`src/rtl/tuner_gain_enable_defines.vh`:
```
// Offsets, field positions, reset values and codes of the gain/enable registers
`ifndef TUNER_GAIN_ENABLE_DEFINES_VH
`define TUNER_GAIN_ENABLE_DEFINES_VH

`define ADDR_BASEBAND_AMP_OFFSETS 8'h1F
`define ADDR_RF_AMP_BIAS_OFFSET   8'h20
`define ADDR_FUNCTION_ENABLES     8'h21

`define RST_BASEBAND_AMP_OFFSETS  8'h00
`define RST_RF_AMP_BIAS_OFFSET    8'h00
`define RST_FUNCTION_ENABLES      8'h00

`define MASK_BASEBAND_AMP_OFFSETS 8'h3F
`define MASK_RF_AMP_BIAS_OFFSET   8'h1C
`define MASK_FUNCTION_ENABLES     8'h3D

`define BB2_OFF_HI      5
`define BB2_OFF_LO      3
`define BB1_OFF_HI      2
`define BB1_OFF_LO      0
`define RF_BIAS_DIS_BIT 4
`define RF_OFF_HI       3
`define RF_OFF_LO       2
`define CP_ON_BIT       5
`define PS_ON_BIT       4
`define BB_ON_BIT       3
`define DC_FIX_ON_BIT   2
`define RF_ON_BIT       0

// Offset codes, suggested by software guidance
`define BB2_CODE_FIXED  3'h5
`define BB2_CODE_MIN    3'h3
`define BB2_CODE_MAX    3'h7
`define RF_CODE_MAX     2'h0
`define RF_CODE_MIN     2'h2

`endif

```
`src/rtl/tuner_gain_enable_regs.v`:
```
// Gain offset, bias control and function enable register bank
//
// Functional notes
// - Register 0x1F holds second baseband offset in bits 5:3, first in 2:0.
// - Second baseband code steps 2 dB from -41 dB in bit-reversed order.
// - Register 0x20 holds bias-control disable at bit 4, RF offset at 3:2.
// - Bias disable 0 shuts bias of unused RF stages, 1 only turns them off.
// - RF offset code 00b..11b selects -70, -67, -64, -61 dB.
// - Register 0x21 holds pump, prescaler, baseband, DC fix and RF enables.
// - Each enable is on at 1, off at 0, so all are off after reset.
`timescale 1ns/100ps
`include "tuner_gain_enable_defines.vh"

module tuner_gain_enable_regs (
    // Clock and reset
    input  wire       clk_sys,
    input  wire       srst,
    // Register port
    input  wire [7:0] reg_addr,
    input  wire [7:0] reg_wdata,
    input  wire       reg_wr,
    input  wire       reg_rd,
    output reg  [7:0] reg_rdata,
    // Baseband amplifier offsets, bit-reversed step order
    output wire [2:0] bb_amp_second_offset,
    output wire [2:0] bb_amp_first_offset,
    output wire [2:0] bb_amp_second_step,
    output wire [2:0] bb_amp_first_step,
    // RF amplifier control
    output wire       rf_amp_bias_ctl_disable,
    output wire       rf_amp_bias_shutoff,
    output wire [1:0] rf_amp_offset,
    // Function enables
    output wire       charge_pump_on,
    output wire       prescaler_on,
    output wire       baseband_on,
    output wire       dc_offset_fix_on,
    output wire       rf_amp_on
);

    // Width of a baseband offset code
    localparam BB_CODE_W = 3;

    // Register storage
    reg  [7:0] baseband_amp_offsets;
    reg  [7:0] rf_amp_bias_offset;
    reg  [7:0] function_enables;

    // Next values of the registers and of the read data
    reg  [7:0] next_baseband_amp_offsets;
    reg  [7:0] next_rf_amp_bias_offset;
    reg  [7:0] next_function_enables;
    reg  [7:0] next_rdata;

    // Register selects from the address
    reg        sel_baseband;
    reg        sel_rf;
    reg        sel_enables;

    // Qualified write strobes, one per register
    wire       wr_baseband;
    wire       wr_rf;
    wire       wr_enables;

    // At most one register is selected at a time
    always @* begin
        sel_baseband = 1'b0;
        sel_rf       = 1'b0;
        sel_enables  = 1'b0;
        if (reg_addr == `ADDR_BASEBAND_AMP_OFFSETS) begin
            sel_baseband = 1'b1;
        end else if (reg_addr == `ADDR_RF_AMP_BIAS_OFFSET) begin
            sel_rf = 1'b1;
        end else if (reg_addr == `ADDR_FUNCTION_ENABLES) begin
            sel_enables = 1'b1;
        end
    end

    // Writes to any other address change nothing
    assign wr_baseband = reg_wr & sel_baseband;
    assign wr_rf       = reg_wr & sel_rf;
    assign wr_enables  = reg_wr & sel_enables;

    // Reserved bits are masked at write so they never store a value
    always @* begin
        next_baseband_amp_offsets = baseband_amp_offsets;
        if (wr_baseband) begin
            next_baseband_amp_offsets = reg_wdata
                                        & `MASK_BASEBAND_AMP_OFFSETS;
        end
    end

    always @* begin
        next_rf_amp_bias_offset = rf_amp_bias_offset;
        if (wr_rf) begin
            next_rf_amp_bias_offset = reg_wdata
                                      & `MASK_RF_AMP_BIAS_OFFSET;
        end
    end

    always @* begin
        next_function_enables = function_enables;
        if (wr_enables) begin
            next_function_enables = reg_wdata
                                    & `MASK_FUNCTION_ENABLES;
        end
    end

    always @(posedge clk_sys) begin
        if (srst) begin
            baseband_amp_offsets <= `RST_BASEBAND_AMP_OFFSETS;
        end else begin
            baseband_amp_offsets <= next_baseband_amp_offsets;
        end
    end

    always @(posedge clk_sys) begin
        if (srst) begin
            rf_amp_bias_offset <= `RST_RF_AMP_BIAS_OFFSET;
        end else begin
            rf_amp_bias_offset <= next_rf_amp_bias_offset;
        end
    end

    // All functions come up off
    always @(posedge clk_sys) begin
        if (srst) begin
            function_enables <= `RST_FUNCTION_ENABLES;
        end else begin
            function_enables <= next_function_enables;
        end
    end

    // Idle cycles and unmapped reads give zero, so stale data never shows
    always @* begin
        next_rdata = 8'h00;
        if (reg_rd) begin
            if (sel_baseband) begin
                next_rdata = baseband_amp_offsets;
            end else if (sel_rf) begin
                next_rdata = rf_amp_bias_offset;
            end else if (sel_enables) begin
                next_rdata = function_enables;
            end
        end
    end

    // Read data stands only in the cycle after the strobe
    always @(posedge clk_sys) begin
        if (srst) begin
            reg_rdata <= 8'h00;
        end else begin
            reg_rdata <= next_rdata;
        end
    end

    assign bb_amp_second_offset =
        baseband_amp_offsets[`BB2_OFF_HI:`BB2_OFF_LO];
    assign bb_amp_first_offset  =
        baseband_amp_offsets[`BB1_OFF_HI:`BB1_OFF_LO];

    // Codes ascend bit-reversed; the step index is the reversed code
    genvar g;
    generate
        for (g = 0; g < BB_CODE_W; g = g + 1) begin : g_step
            assign bb_amp_second_step[g] =
                bb_amp_second_offset[BB_CODE_W - 1 - g];
            assign bb_amp_first_step[g]  =
                bb_amp_first_offset[BB_CODE_W - 1 - g];
        end
    endgenerate

    assign rf_amp_bias_ctl_disable =
        rf_amp_bias_offset[`RF_BIAS_DIS_BIT];
    // Bias of idle stages is cut only while the disable bit is clear
    assign rf_amp_bias_shutoff = ~rf_amp_bias_ctl_disable;
    // Step index 0..3 maps to -70 dB plus 3 dB per step
    assign rf_amp_offset = rf_amp_bias_offset[`RF_OFF_HI:`RF_OFF_LO];

    assign charge_pump_on   = function_enables[`CP_ON_BIT];
    assign prescaler_on     = function_enables[`PS_ON_BIT];
    assign baseband_on      = function_enables[`BB_ON_BIT];
    assign dc_offset_fix_on = function_enables[`DC_FIX_ON_BIT];
    assign rf_amp_on        = function_enables[`RF_ON_BIT];

endmodule // tuner_gain_enable_regs

```
`config.mk`:
```
export PLATFORM = sky130hd
export DESIGN_NAME = tuner_gain_enable_regs
export DESIGN_NICKNAME = d
export VERILOG_FILES = /design/src/rtl/tuner_gain_enable_regs.v
export VERILOG_INCLUDE_DIRS = /design/src /design/src/rtl
export SDC_FILE = /design/constraint.sdc
export NUM_CORES = 1
export LEC_CHECK = 0
export BUFFER_PORTS_ARGS = -buffer_cell sky130_fd_sc_hd__buf_2
export CORE_MARGIN = 5
export CORE_UTILIZATION = 46
export CTS_CLUSTER_DIAMETER = 100
export DETAILED_ROUTE_END_ITERATION = 8
export HOLD_SLACK_MARGIN = 0.03
export PLACE_DENSITY = 0.91
export SYNTH_ARGS = -nofsm -noshare
export SYNTH_HDL_FRONTEND = slang
export SYNTH_SLANG_ARGS = --single-unit
```
`constraint.sdc`:
```
create_clock -name clk_sys -period 3.72 [get_ports clk_sys]
set_input_delay 0.744 -clock clk_sys [delete_from_list [all_inputs] [get_ports clk_sys]]
set_output_delay 0.744 -clock clk_sys [all_outputs]
set_load 0.005 [all_outputs]
```
==> flow_metrics.py <==
metrics = {
    "yosys": {
        "ys_warn_count": 0,
        "ys_async_sr_fraction": 0,
        "yosys.area.top_type": "dfxtp_1",
        "synth-edff-count": 0,
        "synth_ff_type": "dfxtp_1",
        "synth-seq-cells": 20,
        "syn_area_per_cell_um2": 9.11,
        "synth.area.top_cells": "dfxtp_1 44%, buf_4 7.3%, mux2i_1 5.4%",
        "syn_area_um2": 920,
        "synth_top_area_share": 0.435,
        "yosysSeqAreaShare": 0.435,
        "synthCells": 101,
        "synth_cell_types": 31,
    },
    "setup_path": {
        "worstSetupStartpointType": "primary input",
        "crit_required_ps": 3960,
        "rr_endpoint": "reg_rdata[3]",
        "crit_path_top_delay_cell": "nor2_1",
        "ff2ff_setup_slack_ps": 2850,
        "crit_path_end_kind": "register",
        "r2r_start": "rf_amp_bias_offset[3]",
        "cpPeakStageDelay_ps": 640,
        "r2r_cells": 2,
        "crit_chain": "buf_2 -> nand4bb_1 -> nor2_1 -> nand3_1 -> a21oi_1",
        "critical_path_class": "in2reg",
        "crit_fanout": 12,
        "worst_ep_arrival_time_ps": 2080,
    },
    "global_route": {
        "grt_pass1_wl_um": 3370,
        "grt.total_usage": 0.158,
        "gr-total-overflow": 0,
        "antenna_found_initial": 0,
        "grt_max_degree": 19,
        "first_global_vias": 795,
    },
    "floorplanning": {
        "die_w_um": 54.7,
        "num_io_pins": 49,
        "start_util": 0.474,
        "fp.dieArea_mm2": 0.00299,
        "core-area_mm2": 0.00194,
        "fp-row-count": 16,
        "die_y_um": 54.7,
    },
    "clock_tree": {
        "clk_path_buf_depth": 2,
        "cts_buffers": 3,
        "cts_tree": "yes",
        "cts_resized": 0,
        "clkLatencyLatePin_ps": 310,
        "root_buffer": "clkbuf_4",
        "post_cts_buffers": 0,
        "cts_sinks": 20,
        "h-tree-depth": 1,
        "cts.reportedPaths.clkPinSlew_ps": 110,
        "cts_hold_buffers": 0,
    },
    "timing": {
        "setup-violations-final": 0,
        "min_period_ps": 1830,
        "rsz0062_at_grt": "no",
        "slew_headroom": 0.483,
        "hold_viol": 0,
        "fin_worst_skew_ps": 2.91,
        "finalMaxSlewViolations": 0,
        "fmax_ghz": 0.545,
        "post-route-period-util": 0.493,
        "tightest_slew_ps": 773,
        "tns_ps": 0,
    },
    "pwr": {
        "p_leak_nw": 0.523,
        "irDropWorstVdd_uv": 153,
        "p_per_area_mw_per_mm2": 325,
    },
    "final_layout": {
        "layout_commonest_cell": "buf_2",
        "nets": 158,
        "final_cell_mix": "44 x buf_2, 20 x dfxtp_1, 10 x nor2_1",
        "fin_cells": 164,
        "n_antenna_cell": 0,
        "area_growth_pct": 22.9,
        "layout-drive-gt1-share": 0.372,
    },
    "hold_path": {
        "hold_end": "rf_amp_bias_offset[2]",
        "min_from": "rf_amp_bias_offset[2]",
        "hp-class": "reg2reg",
        "hold_depth": 2,
    },
    "place": {
        "post-dp-hpwl_um": 1760,
        "port_buffers": 44,
        "placed_cells": 160,
        "globalplace.congestion": 0.768,
    },
    "detailed_routing": {
        "drc": 0,
        "vias": 853,
        "drt_pass1_iterations": 4,
        "postRouteAntennaNets": 0,
        "wl_um": 2260,
        "drt-initial-drc-count": 26,
        "wl_per_cell_um": 13.8,
        "viasPerCell": 5.20,
    },
    "status": {
        "outcome": "finished clean",
    },
    "flow_run": {
        "maxCapViolations": 0,
    },
}
-- synthesized netlist by cell type (2+ instances only) --
cell      number
dfxtp_1       20
nor2_1        10
buf_4          9
a21oi_1        7
nand2_1        6
nand3_1        6
mux2i_1        5
nand2b_1       5
a221oi_1       3
clkbuf_1       3
o21ai_0        3
a22oi_1        2
inv_1          2
nand3b_1       2
o21ai_1        2
-- cell families (layout without fill, tap and decap cells) --
kind of cell,after synthesis,in the layout,synth area share
AND/OR/NAND/NOR,41,41,0.271
flip-flops,20,20,0.435
other,1,2,0.00408
buffers and inverters,15,50,0.0993
multiplexers,5,5,0.0544
AO/OA/AOI/OAI,19,19,0.136
-- metal layers --
| layer | GRT usage | vias up | share of wire |
|---|---|---|---|
| met2 | 0.260 | 51 | 0.48 |
| met1 | 0.182 | 376 | 0.40 |
| met4 | 0.104 | 0 | 0.031 |
| met3 | 0.0354 | 7 | 0.096 |
| li1 | - | 419 | - |
| met5 | 0 | - | 0 |
-- report_power, final --
part           total [mW]  switching [mW]  leakage (nW)  internal, mW
clock               0.127          0.0672        0.0210        0.0598
combinational      0.0255          0.0143         0.341        0.0112
sequential          0.214        0.000164         0.161         0.214
total               0.367          0.0817         0.523         0.285
-- through the flow --
stage | hold WS, ps | power [mW] | worst slack, ps | area, µm² | util
finish | 493 | 0.367 | 1890 | 1130 | 0.582
global route | 521 | 0.378 | 1720 | 1130 | 0.582
CTS | 493 | 0.370 | 1880 | 1130 | 0.582
detailed placement | 478 | 0.245 | 1550 | 1090 | 0.563
global placement | 468 | 0.244 | 1680 | 1090 | 0.563
floorplan | 474 | 0.232 | 1940 | 923 | -
-- critical path, delay by kind of cell --
family          cells  cell delay [ps]
buf+inv             1              120
compound gates      1              150
simple gates        3             1060
-- registers in the layout, summed over array words and instances (netlist names) --
signal                count
function_enables          5
baseband_amp_offsets      6
rf_amp_bias_offset        3
reg_rdata                 6
-- worst max-delay path by stage --
| stage | from | slack (ps) | cells past startpoint | end |
|---|---|---|---|---|
| 2_1_floorplan | reg_addr[1] | 1940 | 5 | rf_amp_bias_offset[2] |
| 3_3_place_gp | reg_addr[6] | 1680 | 5 | baseband_amp_offsets[2] |
| 3_5_place_dp | reg_addr[6] | 1550 | 5 | baseband_amp_offsets[2] |
| 4_1_cts | reg_addr[6] | 1880 | 5 | baseband_amp_offsets[2] |
| 5_1_grt | reg_addr[6] | 1720 | 5 | baseband_amp_offsets[1] |
| 6_report | reg_addr[6] | 1890 | 5 | baseband_amp_offsets[2] |
-- layout make-up --
class | count | area, µm²
Multi-Input combinational cell | 67 | 432
Inverter | 2 | 7.51
Sequential cell | 20 | 400
Fill cell | 182 | 812
Clock buffer | 4 | 36.3
Timing Repair Buffer | 44 | 220
Tap cell | 27 | 33.8
(Power assumes the default switching activity.)
